<file path="src/tmc_map.vh">
// register map, field positions and reset values of the waveform timer
`ifndef TMC_MAP_VH
`define TMC_MAP_VH

// byte offsets on the apb bus
`define TMC_WOC_OFS 8'h24
`define TMC_CTL_OFS 8'h28
`define TMC_CNT_OFS 8'h2C
`define TMC_CMPA_OFS 8'h30
`define TMC_CMPB_OFS 8'h34
`define TMC_FLG_OFS 8'h38
`define TMC_DIR_OFS 8'h3C

// waveform_output_control fields
`define TMC_COMA_HI 7
`define TMC_COMA_LO 6
`define TMC_COMB_HI 5
`define TMC_COMB_LO 4
`define TMC_WGM_HI 1
`define TMC_WGM_LO 0

// control register fields
`define TMC_WGM2_BIT 3
`define TMC_CS_HI 2
`define TMC_CS_LO 0

// flag register fields, write one to clear
`define TMC_OVF_BIT 0
`define TMC_CFA_BIT 1

// reset values
`define TMC_REG_RST 8'h00
`define TMC_FLG_RST 1'b0

// count limits
`define TMC_MAX 8'hFF
`define TMC_BOTTOM 8'h00

// prescaler masks: tick when all masked bits are one
`define TMC_DIV8_M 10'h007
`define TMC_DIV64_M 10'h03F
`define TMC_DIV256_M 10'h0FF
`define TMC_DIV1024_M 10'h3FF

`endif

</file>
<file path="src/tmc_timer.v">
// waveform timer: mode decode, counter, compare units and apb registers
//////////////////////////////////////////////////////////////////////////
// Notes on behaviour
// - all logic on pclk; prescaled tick only qualifies counting, flags, waveform actions and pwm compare updates
// - nonzero channel A mode overrides pin, except code 1 in pwm without top bit and reserved modes 4,6; driver enabled by direction bit
// - nonzero channel B mode overrides pin, except code 1 in pwm and reserved modes 4,6; driver enabled by direction bit
// - non-pwm channel A: 0 off, 1 toggle, 2 clear, 3 set on match
// - fast pwm A: 1 off or toggle by top bit; 2/3 match vs bottom
// - fast pwm: compare equal top with upper bit set acts only at bottom
// - phase pwm A: 1 off or toggle; 2 clear up set down; 3 opposite
// - phase pwm: compare equal top with upper bit set acts at top
// - non-pwm channel B: 0 off, 1 toggle, 2 clear, 3 set on match
// - fast pwm B: 1 reserved; 2 clear match set bottom; 3 inverse
// - phase pwm B: 1 reserved; 2 clear up set down; 3 reversed
// - bits 3 and 2 of waveform output control always read zero
// - three-bit mode from two low bits plus top bit in control register
// - modes 0,1,3 top 0xFF; 2,5,7 top compare A; 4,6 reserved
// - compare update immediate, at top in phase pwm, bottom in fast pwm
// - overflow at max in 0,2,3; bottom in phase pwm; top in mode 7
// - clear-on-match and mode 7: match A sets flag and clears counter
// - counter counts and flags set only on prescaled tick cycles; apb writes load the count or clear flags on any pclk
// - prescaler divides by 1, 8, 64, 256 or 1024
//////////////////////////////////////////////////////////////////////////
//
// The APB interface to the registers is this design's own decision.
`timescale 1ns/1ns
`include "tmc_map.vh"

module tmc_timer (
	input wire pclk,
	input wire presetn,
	input wire psel,
	input wire penable,
	input wire pwrite,
	input wire [7:0] paddr,
	input wire [31:0] pwdata,
	output wire [31:0] prdata,
	output wire pready,
	output wire pslverr,
	output wire channel_a_wave_out,
	output wire channel_a_wave_oe,
	output wire channel_a_override,
	output wire channel_b_wave_out,
	output wire channel_b_wave_oe,
	output wire channel_b_override,
	output wire overflow_flag,
	output wire compare_a_flag,
	output wire compare_b_flag
);

localparam [2:0] M_NORMAL = 3'd0;
localparam [2:0] M_PC_FF = 3'd1;
localparam [2:0] M_CTC = 3'd2;
localparam [2:0] M_FAST_FF = 3'd3;
localparam [2:0] M_RSV4 = 3'd4;
localparam [2:0] M_PC_A = 3'd5;
localparam [2:0] M_RSV6 = 3'd6;
localparam [2:0] M_FAST_A = 3'd7;

//////////////////////////////////////////////////////////////////////////
// apb slave, one wait state

reg pready_q;
reg pslverr_q;
reg [31:0] prdata_q;
reg [7:0] woc_q;
reg [3:0] ctl_q;
reg [7:0] cnt_q;
reg [7:0] cmpa_buf_q;
reg [7:0] cmpb_buf_q;
reg [7:0] cmpa_q;
reg [7:0] cmpb_q;
reg [1:0] dir_q;
reg ovf_q;
reg down_q;
reg block_q;
reg [9:0] presc_q;
reg [31:0] rdata_d;
reg hit_d;
wire [2:0] flags;

wire setup = psel & penable & ~pready_q;
wire acc = psel & penable & pready_q;
wire wr = acc & pwrite;
wire wr_woc = wr & (paddr == `TMC_WOC_OFS);
wire wr_ctl = wr & (paddr == `TMC_CTL_OFS);
wire wr_cnt = wr & (paddr == `TMC_CNT_OFS);
wire wr_cmpa = wr & (paddr == `TMC_CMPA_OFS);
wire wr_cmpb = wr & (paddr == `TMC_CMPB_OFS);
wire wr_flg = wr & (paddr == `TMC_FLG_OFS);
wire wr_dir = wr & (paddr == `TMC_DIR_OFS);

always @* begin
	rdata_d = 32'h0000_0000;
	hit_d = 1'b1;
	case (paddr)
		// reserved bits stay zero on read
		`TMC_WOC_OFS: rdata_d[7:0] = {woc_q[7:4], 2'b00, woc_q[1:0]};
		`TMC_CTL_OFS: rdata_d[3:0] = ctl_q;
		`TMC_CNT_OFS: rdata_d[7:0] = cnt_q;
		`TMC_CMPA_OFS: rdata_d[7:0] = cmpa_buf_q;
		`TMC_CMPB_OFS: rdata_d[7:0] = cmpb_buf_q;
		`TMC_FLG_OFS: rdata_d[2:0] = flags;
		`TMC_DIR_OFS: rdata_d[1:0] = dir_q;
		default: hit_d = 1'b0;
	endcase
end

always @(posedge pclk or negedge presetn) begin
	if (!presetn) begin
		pready_q <= 1'b0;
		pslverr_q <= 1'b0;
		prdata_q <= 32'h0000_0000;
	end else begin
		pready_q <= setup;
		pslverr_q <= setup & ~hit_d;
		prdata_q <= (setup & ~pwrite) ? rdata_d : 32'h0000_0000;
	end
end

always @(posedge pclk or negedge presetn) begin
	if (!presetn) begin
		woc_q <= `TMC_REG_RST;
		ctl_q <= 4'h0;
		cmpa_buf_q <= `TMC_REG_RST;
		cmpb_buf_q <= `TMC_REG_RST;
		dir_q <= 2'b00;
	end else begin
		if (wr_woc)
			woc_q <= {pwdata[7:4], 2'b00, pwdata[1:0]};
		if (wr_ctl)
			ctl_q <= pwdata[3:0];
		if (wr_cmpa)
			cmpa_buf_q <= pwdata[7:0];
		if (wr_cmpb)
			cmpb_buf_q <= pwdata[7:0];
		if (wr_dir)
			dir_q <= pwdata[1:0];
	end
end

//////////////////////////////////////////////////////////////////////////
// mode decode

wire [2:0] mode = {ctl_q[`TMC_WGM2_BIT], woc_q[1:0]};
wire [2:0] cs = ctl_q[`TMC_CS_HI:`TMC_CS_LO];
wire is_fast = (mode == M_FAST_FF) | (mode == M_FAST_A);
wire is_pc = (mode == M_PC_FF) | (mode == M_PC_A);
wire is_np = (mode == M_NORMAL) | (mode == M_CTC);
wire top_a = (mode == M_CTC) | (mode == M_PC_A) | (mode == M_FAST_A);
wire [7:0] top = top_a ? cmpa_q : `TMC_MAX;

//////////////////////////////////////////////////////////////////////////
// prescaler; external clock selects count nothing, no pin here

reg tick;
always @* begin
	case (cs)
		3'd1: tick = 1'b1;
		3'd2: tick = (presc_q & `TMC_DIV8_M) == `TMC_DIV8_M;
		3'd3: tick = (presc_q & `TMC_DIV64_M) == `TMC_DIV64_M;
		3'd4: tick = (presc_q & `TMC_DIV256_M) == `TMC_DIV256_M;
		3'd5: tick = (presc_q & `TMC_DIV1024_M) == `TMC_DIV1024_M;
		default: tick = 1'b0;
	endcase
end

// tick is an enable on pclk, never a clock of its own
always @(posedge pclk or negedge presetn) begin
	if (!presetn)
		presc_q <= 10'h000;
	else if (cs == 3'd0)
		presc_q <= 10'h000;
	else
		presc_q <= presc_q + 10'h001;
end

//////////////////////////////////////////////////////////////////////////
// counter

wire at_top = tick & (cnt_q == top);
wire at_max = tick & (cnt_q == `TMC_MAX);
wire pc_bot = tick & down_q & (cnt_q == `TMC_BOTTOM);
wire pc_top = tick & ~down_q & (cnt_q == top);

always @(posedge pclk or negedge presetn) begin
	if (!presetn) begin
		cnt_q <= `TMC_BOTTOM;
		down_q <= 1'b0;
		block_q <= 1'b0;
	end else if (wr_cnt) begin
		// a written count blocks the match on the next tick
		cnt_q <= pwdata[7:0];
		block_q <= 1'b1;
	end else if (tick) begin
		block_q <= 1'b0;
		case (mode)
			M_CTC, M_FAST_FF, M_FAST_A: begin
				if (cnt_q == top)
					cnt_q <= `TMC_BOTTOM;
				else
					cnt_q <= cnt_q + 8'h01;
			end
			M_PC_FF, M_PC_A: begin
				if (!down_q && cnt_q == top) begin
					down_q <= 1'b1;
					cnt_q <= cnt_q - 8'h01;
				end else if (down_q && cnt_q == `TMC_BOTTOM) begin
					down_q <= 1'b0;
					cnt_q <= cnt_q + 8'h01;
				end else if (down_q)
					cnt_q <= cnt_q - 8'h01;
				else
					cnt_q <= cnt_q + 8'h01;
			end
			default: begin
				// normal and reserved modes free-run up
				down_q <= 1'b0;
				cnt_q <= cnt_q + 8'h01;
			end
		endcase
	end
end

//////////////////////////////////////////////////////////////////////////
// compare double buffer

wire upd = is_fast ? at_top : is_pc ? pc_top : 1'b1;

always @(posedge pclk or negedge presetn) begin
	if (!presetn) begin
		cmpa_q <= `TMC_REG_RST;
		cmpb_q <= `TMC_REG_RST;
	end else if (upd) begin
		cmpa_q <= cmpa_buf_q;
		cmpb_q <= cmpb_buf_q;
	end
end

//////////////////////////////////////////////////////////////////////////
// overflow flag, set wins over a write-one clear

reg ovf_set;
always @* begin
	case (mode)
		M_NORMAL, M_CTC, M_FAST_FF: ovf_set = at_max;
		M_PC_FF, M_PC_A: ovf_set = pc_bot;
		M_FAST_A: ovf_set = at_top;
		default: ovf_set = at_max;
	endcase
end

always @(posedge pclk or negedge presetn) begin
	if (!presetn)
		ovf_q <= `TMC_FLG_RST;
	else if (ovf_set)
		ovf_q <= 1'b1;
	else if (wr_flg && pwdata[`TMC_OVF_BIT])
		ovf_q <= 1'b0;
end

assign flags[`TMC_OVF_BIT] = ovf_q;

//////////////////////////////////////////////////////////////////////////
// compare units, index 0 is channel A, 1 is channel B

genvar i;
generate
	for (i = 0; i < 2; i = i + 1) begin : g_ch
		wire [1:0] com = (i == 0) ? woc_q[7:6] : woc_q[5:4];
		wire [7:0] ocr = (i == 0) ? cmpa_q : cmpb_q;
		wire match = tick & (cnt_q == ocr) & ~block_q;
		wire special = com[1] & (ocr == top);
		// up-count action: clear for code 2, set for code 3
		wire up_set = com[0];
		reg wave_q;
		reg conn_q;
		reg oe_q;
		reg flag_q;
		reg conn;
		reg act;
		reg nxt;

		always @* begin
			conn = 1'b0;
			act = 1'b0;
			nxt = wave_q;
			case (mode)
				M_NORMAL, M_CTC: begin
					conn = com != 2'b00;
					if (match) begin
						act = 1'b1;
						nxt = (com == 2'b01) ? ~wave_q : com[0];
					end
				end
				M_FAST_FF, M_FAST_A: begin
					if (com == 2'b01) begin
						// toggle only for A with top bit set
						conn = (i == 0) & ctl_q[`TMC_WGM2_BIT];
						if (conn && match) begin
							act = 1'b1;
							nxt = ~wave_q;
						end
					end else if (com[1]) begin
						conn = 1'b1;
						if (at_top) begin
							act = 1'b1;
							nxt = ~up_set;
						end else if (match && !special) begin
							act = 1'b1;
							nxt = up_set;
						end
					end
				end
				M_PC_FF, M_PC_A: begin
					if (com == 2'b01) begin
						conn = (i == 0) & ctl_q[`TMC_WGM2_BIT];
						if (conn && match) begin
							act = 1'b1;
							nxt = ~wave_q;
						end
					end else if (com[1]) begin
						conn = 1'b1;
						if (special) begin
							if (pc_top) begin
								// flat level: compare at top stays high for code 2, low for code 3
								act = 1'b1;
								nxt = ~up_set;
							end
						end else if (match) begin
							act = 1'b1;
							nxt = down_q ? ~up_set : up_set;
						end
					end
				end
				default: conn = 1'b0;
			endcase
		end

		always @(posedge pclk or negedge presetn) begin
			if (!presetn) begin
				wave_q <= 1'b0;
				conn_q <= 1'b0;
				oe_q <= 1'b0;
				flag_q <= `TMC_FLG_RST;
			end else begin
				if (act)
					wave_q <= nxt;
				conn_q <= conn;
				oe_q <= conn & dir_q[i];
				if (match)
					flag_q <= 1'b1;
				else if (wr_flg && pwdata[`TMC_CFA_BIT + i])
					flag_q <= 1'b0;
			end
		end

		assign flags[`TMC_CFA_BIT + i] = flag_q;
	end
endgenerate

//////////////////////////////////////////////////////////////////////////
// outputs, all from flops

assign prdata = prdata_q;
assign pready = pready_q;
assign pslverr = pslverr_q;
assign channel_a_wave_out = g_ch[0].wave_q;
assign channel_a_wave_oe = g_ch[0].oe_q;
assign channel_a_override = g_ch[0].conn_q;
assign channel_b_wave_out = g_ch[1].wave_q;
assign channel_b_wave_oe = g_ch[1].oe_q;
assign channel_b_override = g_ch[1].conn_q;
assign overflow_flag = ovf_q;
assign compare_a_flag = g_ch[0].flag_q;
assign compare_b_flag = g_ch[1].flag_q;

endmodule // tmc_timer

</file>
<file path="config.mk">
export PLATFORM = sky130hd
export DESIGN_NAME = tmc_timer
export DESIGN_NICKNAME = d
export VERILOG_FILES = /design/src/tmc_timer.v
export VERILOG_INCLUDE_DIRS = /design/src
export SDC_FILE = /design/constraint.sdc
export NUM_CORES = 1
export LEC_CHECK = 0
export ABC_AREA = 1
export BUFFER_PORTS_ARGS = -buffer_cell sky130_fd_sc_hd__buf_4
export CAP_MARGIN = 30
export CORE_AREA = 5 5 142 144
export DETAILED_ROUTE_END_ITERATION = 6
export DIE_AREA = 0 0 147 149
export PLACE_DENSITY = 0.5
export SETUP_SLACK_MARGIN = 0.4
export SKIP_LAST_GASP = 1
export SYNTH_ARGS = -nofsm -noshare
export SYNTH_HDL_FRONTEND = slang
export SYNTH_SLANG_ARGS = --single-unit
</file>
<file path="constraint.sdc">
create_clock -name pclk -period 5 [get_ports pclk]
set_clock_uncertainty 0.15 [all_clocks]
set_input_delay 0 -clock pclk [delete_from_list [all_inputs] [get_ports pclk]]
set_output_delay 0 -clock pclk [all_outputs]
set_load 0.01 [all_outputs]
</file>
==> results of run 1 <==
## what timing repair did
action | in CTS | in global routing
buffers inserted | 0 | 0
hold endpoints to repair | 54 | 0
hold buffers | 15 | 0
## per-stage QoR
stage	hold slack (ns)	power [W]	std cells	cell area, sq um
finish	0.0274	0.00145	1059	6340
global route	0.118	0.00151	1059	6340
CTS	0.0144	0.00147	1059	6340
detailed placement	-0.250	0.000816	1029	5920
global placement	-0.252	0.000815	1027	5900
floorplan	-0.446	0.000775	802	5630
## cell usage in the layout (no fill, tap or decap), types with 2 or more instances in the layout
cell type,synthesis,final
a21oi_1,34,34
a221oi_1,5,5
a41oi_1,3,3
and3_1,2,2
buf_4,27,42
clkbuf_16,0,9
clkinv_1,5,5
conb_1,1,24
dfrtp_1,83,83
dlygate4sd3_1,0,15
ha_1,4,4
inv_1,89,89
inv_2,4,4
inv_6,0,2
nand2_1,226,226
nand2_2,5,5
nand3_1,39,39
nand3_2,6,6
nand3_4,2,2
nand3b_1,2,2
nand4_1,28,28
nor2_1,57,57
nor2_2,3,3
nor2_8,2,2
nor3_1,12,12
nor3b_1,3,3
o211ai_1,7,7
o21a_1,2,2
o21ai_0,44,44
o21ai_1,14,14
o21ai_2,3,3
o22ai_1,10,10
o31ai_1,4,4
xnor2_1,10,10
xor2_1,12,12
## cell type report
type / count / area [sq um]
fill: 1993 / 12200
multi-input combinational: 570 / 2850
sequential: 83 / 2080
timing repair buffer: 58 / 477
inverter: 99 / 374
tap: 234 / 293
clock buffer: 11 / 243
clock inverter: 4 / 33.8
## worst min-delay path: cells and delay by family
family	cells	cell delay, ns
AND/OR/NAND/NOR	4	0.24
buffers and inverters	2	0.17
AO/OA/AOI/OAI	1	0.08
## worst max path at each step
stage                     from         to  slack (ns)  cells past startpoint
finish                woc_q[0]  cmpb_q[7]        1.71                     10
global route          woc_q[0]  cmpb_q[7]        1.45                     10
CTS                   woc_q[0]  cmpb_q[7]        1.77                     10
detailed placement    woc_q[0]  cmpb_q[7]        1.77                     10
global placement      woc_q[0]  cmpb_q[7]        1.73                     10
floorplan           presc_q[0]   cnt_q[0]        2.82                     10
## cells in the mapped netlist (all sizes together) (2+ instances only)
| master | n |
|---|---|
| o211ai | 7 |
| a21oi | 34 |
| xnor2 | 10 |
| dfrtp | 83 |
| o31ai | 4 |
| nor3b | 3 |
| and3 | 2 |
| ha | 4 |
| xor2 | 12 |
| nand4 | 28 |
| clkinv | 5 |
| o21a | 2 |
| buf | 39 |
| nand2 | 232 |
| a41oi | 3 |
| a221oi | 5 |
| o21ai | 62 |
| clkbuf | 11 |
| nand3 | 47 |
| o22ai | 10 |
| inv | 94 |
| nand3b | 2 |
| nor3 | 12 |
| nor2 | 63 |
## flip-flops by register name, indices dropped and copies added (netlist names), 2 cells and up
| signal | flops |
|---|---|
| prdata | 8 |
| woc_q | 6 |
| cmpa_buf_q | 8 |
| cnt_q | 8 |
| cmpb_buf_q | 8 |
| dir_q | 2 |
| cmpa_q | 8 |
| presc_q | 10 |
| ctl_q | 4 |
| cmpb_q | 8 |
## routing by layer
metal	part of all wire	up-vias	wire length, um
li1	-	2566	-
met1	0.48	2364	8210
met2	0.46	120	7860
met3	0.039	25	670
met4	0.027	0	470
met5	0	-	0
## power by group through the flow
stage	registers [W]	logic, W	clock network [W]
6_report	0.000686	0.000127	0.000639
5_1_grt	0.000687	0.000142	0.000686
4_1_cts	0.000686	0.000127	0.000661
3_5_place_dp	0.000699	0.000117	0
3_3_place_gp	0.000699	0.000116	0
2_1_floorplan	0.000695	0.0000799	0
## cells by family after synthesis
family	Yosys count	synth area share
simple gates	391	0.318
xor+xnor	22	0.0348
other cells	1	0.000677
fa+ha+maj	4	0.00903
flops	83	0.375
buf+inv	149	0.127
compound gates	129	0.136
==> summary.md, run 1 <==
| Metric | Value |
|---|---|
| Sw Ratio | 0.261 |
| Final worst setup slack | 1.71 ns |
| Setup crit end kind | flop |
| Post-route DRC | 0 |
| GRT busiest layer | met2 |
| Drt via density | 4.79 |
| P_int | 0.00107 W |
| Seq pwr share | 0.472 |
| Tot GR Track Use | 0.161 |
| Core ar. | 0.0186 sq mm |
| Detailed placer's ending HPWL | 13.0 mm |
| Fin crit share | 0.659 |
| Yosys top cell by area | dfrtp_1 |
| Final hold violation count | 0 |
| Detailed Route Iter0 Violations | 362 |
| Syn avg cell area | 7.11 sq um |
| Setup TNS Final | 0 ns |
| # H-tree levels | 3 |
| Clk buf depth | 2 |
| Leakage Power | 3.03 nW |
| Outcome | completed |
| Cell count after synthesis | 779 |
| Count of final setup violators | 0 |
| CP top delay family | simple AND/OR/NAND/NOR gates |
| R2r endpoint | cmpb_q[7] |
| Worst min-delay path category | in2reg |
| N_diodes | 0 |
| Cts bufs inserted | 9 |
| Finished Core Util | 0.341 |
| Hold Path Sink | compare_b_flag |
| Asr flop ratio synth | 1.00 |
| WP buf/inv | 0 |
| Power per cell area | 229 mW/mm^2 |
| Pre-CTS WS | 1.77 ns |
| Synthesized area | 0.00554 sq mm |
| Net switching power | 0.000379 W |
| Clock sink total | 83 |
| Share of cells above drive strength 1 | 0.105 |
| Ranking of synthesized cells by area | dfrtp_1 (37%), nand2_1 (15%), inv_1 (6.0%) |
| Clock group share of total power | 0.440 |
| First-pass GRT wire length | 27.5 mm |
| Met2 GRT Util | 0.260 |
| Critical Path Source Type | flop |
| Crit-path cells | nand2_1 > nand3_2 > nand2_1 > nand2_1 > nand2_1 > nor2_4 > nand3_4 > o21ai_4 > nand2_1 > o21ai_1 |
| Max Clock Freq | 304 MHz |
| Max VDD drop | 0.000152 V |
| Initial core utilization | 0.298 |
| Reg2reg path depth | 10 |
| IO Count | 88 |
| R2R Path Start | woc_q[0] |
| IO buf count | 39 |
| Post-route ant nets | 0 |
| Root buffer cell | clkbuf_16 |
| Worst hold start | paddr[2] |
| Crit path largest cell delay | 0.65 ns |
| Vias | 5,075 |
| Max Slew Vio Count | 0 |
| Final WL | 17.2 mm |
| CP Max Fanout | 32 |
| CTS tree | built |
| DIE WIDTH | 147 um |
| Area delta synth->final | 14.5% |
| Seq/Total Area, Yosys | 0.375 |
| Unique cell type count in the Yosys netlist | 43 |
| Seq cells post-synth | 83 |
| Worst reg-to-reg setup slack | 1.71 ns |
| Largest net degree at the start of global routing | 68 |
| Slew @ Worst Pin | 0.868 ns |
| Fin crit period | 3.29 ns |
| Synth warn | 0 |
| Grt total ovfl | 0 |
| Area share of the largest cell type after synthesis | 0.375 |
| Slowest CP cell | o21ai_4 |
| Critical Setup Path Class | reg2reg |
| Die height | 149 um |
| Primary FF master, synth | dfrtp_1 |
| Initial antenna violation count | 0 |
| Number of global-route vias before repair | 4,881 |
| Clk slew on worst S/H paths | 0.06 ns |
| Critical Path RT | 5.12 ns |
| GP Congestion | 0.893 |
| Clk_lat worst skew | 0.35 ns |
| Post-synth EDFFs | 0 |
| RSZ-0062 raised after global routing | no |
| Slew HR | 0.419 |
| Row count | 50 |
| Routing usage on met3 | 0.0261 |
| Hold path cells | 7 |
| CP Data Arrival Time | 3.41 ns |
| Drt wl/cell | 16.3 um |
| Final nets | 870 |
| Met1 track demand over resource | 0.217 |
| Post-cts sizing count | 0 |
| Comb power frac | 0.087 |
| # Max-Cap Violations | 0 |
| 1st-pass router iterations | 5 |
| Die area | 0.0219 sq mm |
| Most frequent CP cell | nand2_1 |
Power figures use the tool's default switching activity.
==> run 2: changes to the inputs <==
--- a/config.mk
+++ b/config.mk
@@ -6,13 +6,13 @@
 export SDC_FILE = /design/constraint.sdc
 export NUM_CORES = 1
 export LEC_CHECK = 0
-export ABC_AREA = 1
+export ABC_AREA = 0
 export BUFFER_PORTS_ARGS = -buffer_cell sky130_fd_sc_hd__buf_4
 export CAP_MARGIN = 30
-export CORE_AREA = 5 5 142 144
+export CORE_AREA = 5 5 138 140
 export DETAILED_ROUTE_END_ITERATION = 6
-export DIE_AREA = 0 0 147 149
-export PLACE_DENSITY = 0.5
+export DIE_AREA = 0 0 143 145
+export PLACE_DENSITY = 0.52
 export SETUP_SLACK_MARGIN = 0.4
 export SKIP_LAST_GASP = 1
 export SYNTH_ARGS = -nofsm -noshare
==> constraint.sdc (replaced) <==
create_clock -name pclk -period 3 [get_ports pclk]
set_clock_uncertainty 0.15 [all_clocks]
set_input_delay 0 -clock pclk [delete_from_list [all_inputs] [get_ports pclk]]
set_output_delay 0 -clock pclk [all_outputs]
set_load 0.01 [all_outputs]
==> summary.md, run 2 <==
| Metric | Value |
|---|---|
| Outcome | completed |
| Share of cells above drive strength 1 | 0.289 |
| Critical Path RT | 3.12 ns |
| Detailed placer's ending HPWL | 11.9 mm |
| Slowest CP cell | or4_4 |
| Leakage Power | 2.87 nW |
| Count leader, synth | dfrtp_1 |
| Root buffer cell | clkbuf_16 |
| Area share of the largest cell type after synthesis | 0.400 |
| Core ar. | 0.0177 sq mm |
| Post-synth top cells | dfrtp_1 (83), nand2_1 (57), mux2_2 (44) |
| Post-route DRC | 0 |
| Die height | 145 um |
| Row count | 49 |
| Finished Core Util | 0.374 |
| Largest net degree at the start of global routing | 44 |
| Levels on crit path | 7 |
| Final WL | 16.3 mm |
| Cell count after synthesis | 564 |
| Fin crit period | 2.71 ns |
| Detailed Route Iter0 Violations | 264 |
| Clk_lat worst skew | 0.35 ns |
| DIE WIDTH | 143 um |
| N_diodes | 0 |
| CP top delay family | simple AND/OR/NAND/NOR gates |
| Unique cell type count in the Yosys netlist | 66 |
| CP Data Arrival Time | 2.83 ns |
| Most frequent cells in the layout | buf_4 (82), dfrtp_1 (80), nand2_1 (55), mux2_2 (44), nor2_1 (32) |
| Most common cell after layout, fill and taps aside | buf_4 |
| Vias | 4,629 |
| Slew HR | 0.530 |
| Area delta synth->final | 27.7% |
| Final hold violation count | 0 |
| Power per cell area | 456 mW/mm^2 |
| Ranking of synthesized cells by area | dfrtp_1 (40%), mux2_2 (9.5%), nand2_1 (4.1%) |
| Setup TNS Final | 0 ns |
| Final nets | 692 |
| CTS tree | built |
| Count of final setup violators | 0 |
| RSZ-0062 raised after global routing | yes |
| Initial antenna violation count | 0 |
| Reg2reg path depth | 7 |
| Compound-cell area share of the yosys netlist | 0.164 |
| IO Count | 88 |
| Fin crit share | 0.903 |
| Critical Setup Path Class | reg2reg |
| Max Slew Vio Count | 0 |
| Grt total ovfl | 0 |
| Slew @ Worst Pin | 0.697 ns |
| Worst min-delay path category | in2reg |
| Initial core utilization | 0.293 |
| GP Congestion | 0.889 |
| WP buf/inv | 0 |
| Clock sink total | 83 |
| Syn avg cell area | 9.20 sq um |
| Synthesized area | 0.00519 sq mm |
| Crit path largest cell delay | 0.54 ns |
| Fillers | 1,806 |
| Die area | 0.0207 sq mm |
| Max Clock Freq | 369 MHz |
| Hold path cells | 3 |
| Post-synth EDFFs | 0 |
| Clk buf depth | 2 |
| Seq cells post-synth | 83 |
| First-pass GRT wire length | 25.8 mm |
| IO buf count | 39 |
| Critical Path Source Type | flop |
| Drt via density | 5.29 |
| Asr flop ratio synth | 1.00 |
| Mux cell area share after synthesis | 0.105 |
| Top reg by flops | presc_q |
| Crit-path cells | or3b_4 > a2111oi_4 > a211oi_1 > or4_4 > nor2b_4 > o31ai_4 > mux2i_1 |
| Synth warn | 0 |
| # H-tree levels | 3 |
| Max VDD drop | 0.000212 V |
| Post-route ant nets | 0 |
| Yosys top cell by area | dfrtp_1 |
| Cts bufs inserted | 9 |
| R2R Path Start | ctl_q[3] |
| Largest family of logic cells by synthesized area | simple AND/OR/NAND/NOR gates |
| # Max-Cap Violations | 0 |
| Clk slew on worst S/H paths | 0.07 ns |
| Setup crit end kind | flop |
| Synth Area in Simple Gates | 0.192 |
| Worst hold start | paddr[5] |
| Number of global-route vias before repair | 4,626 |
| Max FFs per register | 10 |
| XOR/XNOR Fraction of Synth Area | 0.0540 |
| CP Max Fanout | 6 |
| 1st-pass router iterations | 5 |
| Seq/Total Area, Yosys | 0.400 |
| Primary FF master, synth | dfrtp_1 |
| Drt wl/cell | 18.6 um |
| Tot GR Track Use | 0.158 |
| Worst Setup SP | ctl_q[3] |
| Post-synthesis adder-cell area fraction | 0.00964 |
run 2: cell count changes after synthesis, sizes merged, moves of 13 or more:
cell    previous run  this run
nand2            232        57
nor2b              0        13
mux2               0        44
o21ai             62        31
inv               94        15
clkbuf            11        26
nand4             28         9
nand3             47        17
nor2              63        33
run 2: final cells by class:
type	instances	area [sq um]	area share
multi-input cells	431	3060	0.461
flip-flops and latches	83	2080	0.314
repair buffers	103	857	0.129
well taps	229	287	0.0432
clock buffers	10	239	0.0361
inverters	15	56.3	0.00850
clock inverters	4	51.3	0.00774
run 2: layer usage:
layer,up-vias,share of wire,track usage
li1,2144,-,-
met1,2296,0.44,0.209
met2,163,0.48,0.256
met3,26,0.057,0.0303
met4,0,0.021,0.0551
met5,-,0,0
run 2: worst register-to-register path: cells and delay by family, from the launching register on:
family,cells,cell delay [ns]
DFF,1,0.44
muxes,1,0.19
AOI/OAI and AO/OA,3,0.66
and+or+nand+nor,3,1.19
run 2: per-stage QoR:
stage                     worst slack (ns)  cell area [sq um]  power [W]  instances  hold WS (ns)
after floorplan                      0.405               5340    0.00158        587        -0.446
after global placement               0.175               5810    0.00177        825        0.0308
after detailed placement             0.159               5840    0.00178        826        -0.101
after CTS                            0.268               6430    0.00297        865        0.0397
after global routing                 0.236               6630    0.00315        875        0.0752
final                                0.290               6630    0.00302        875        0.0502
run 2: kinds of logic (layout without fill, tap and decap cells):
logic type,after synthesis,after routing
other,1,24
AO/OA/AOI/OAI,126,126
multiplexers,49,49
XOR/XNOR,32,32
AND/OR/NAND/NOR,195,196
flip-flops,83,83
buffers and inverters,74,132
adder cells (fa/ha/maj),4,4
run 2: path summary, 6_finish.rpt:
check                                      to  slack, ns
hold reg to reg                    presc_q[0]       0.34
min in group asynchronous            cnt_q[5]       0.06
max in group asynchronous            woc_q[0]       2.01
setup / recovery           channel_b_wave_out       0.29
hold / removal                        pslverr       0.05
setup reg to reg           channel_b_wave_out       0.29
run 2: timing repair:
| action | CTS | global route |
|---|---|---|
| gates resized for setup | 22 | 24 |
| cloned | 1 | 0 |
| hold buffers | 16 | 0 |
| pin swaps | 4 | 14 |
| setup endpoints to repair | 19 | 20 |
| endpoints found under the hold margin | 127 | 0 |
| setup buffers | 8 | 10 |
run 2: power breakdown:
| part | internal, W | switching [W] | leakage [nW] |
|---|---|---|---|
| registers | 0.00114 | 0.0000301 | 1.10 |
| logic | 0.000336 | 0.000386 | 1.64 |
| clock network | 0.000660 | 0.000465 | 0.141 |
| total | 0.00214 | 0.000881 | 2.87 |
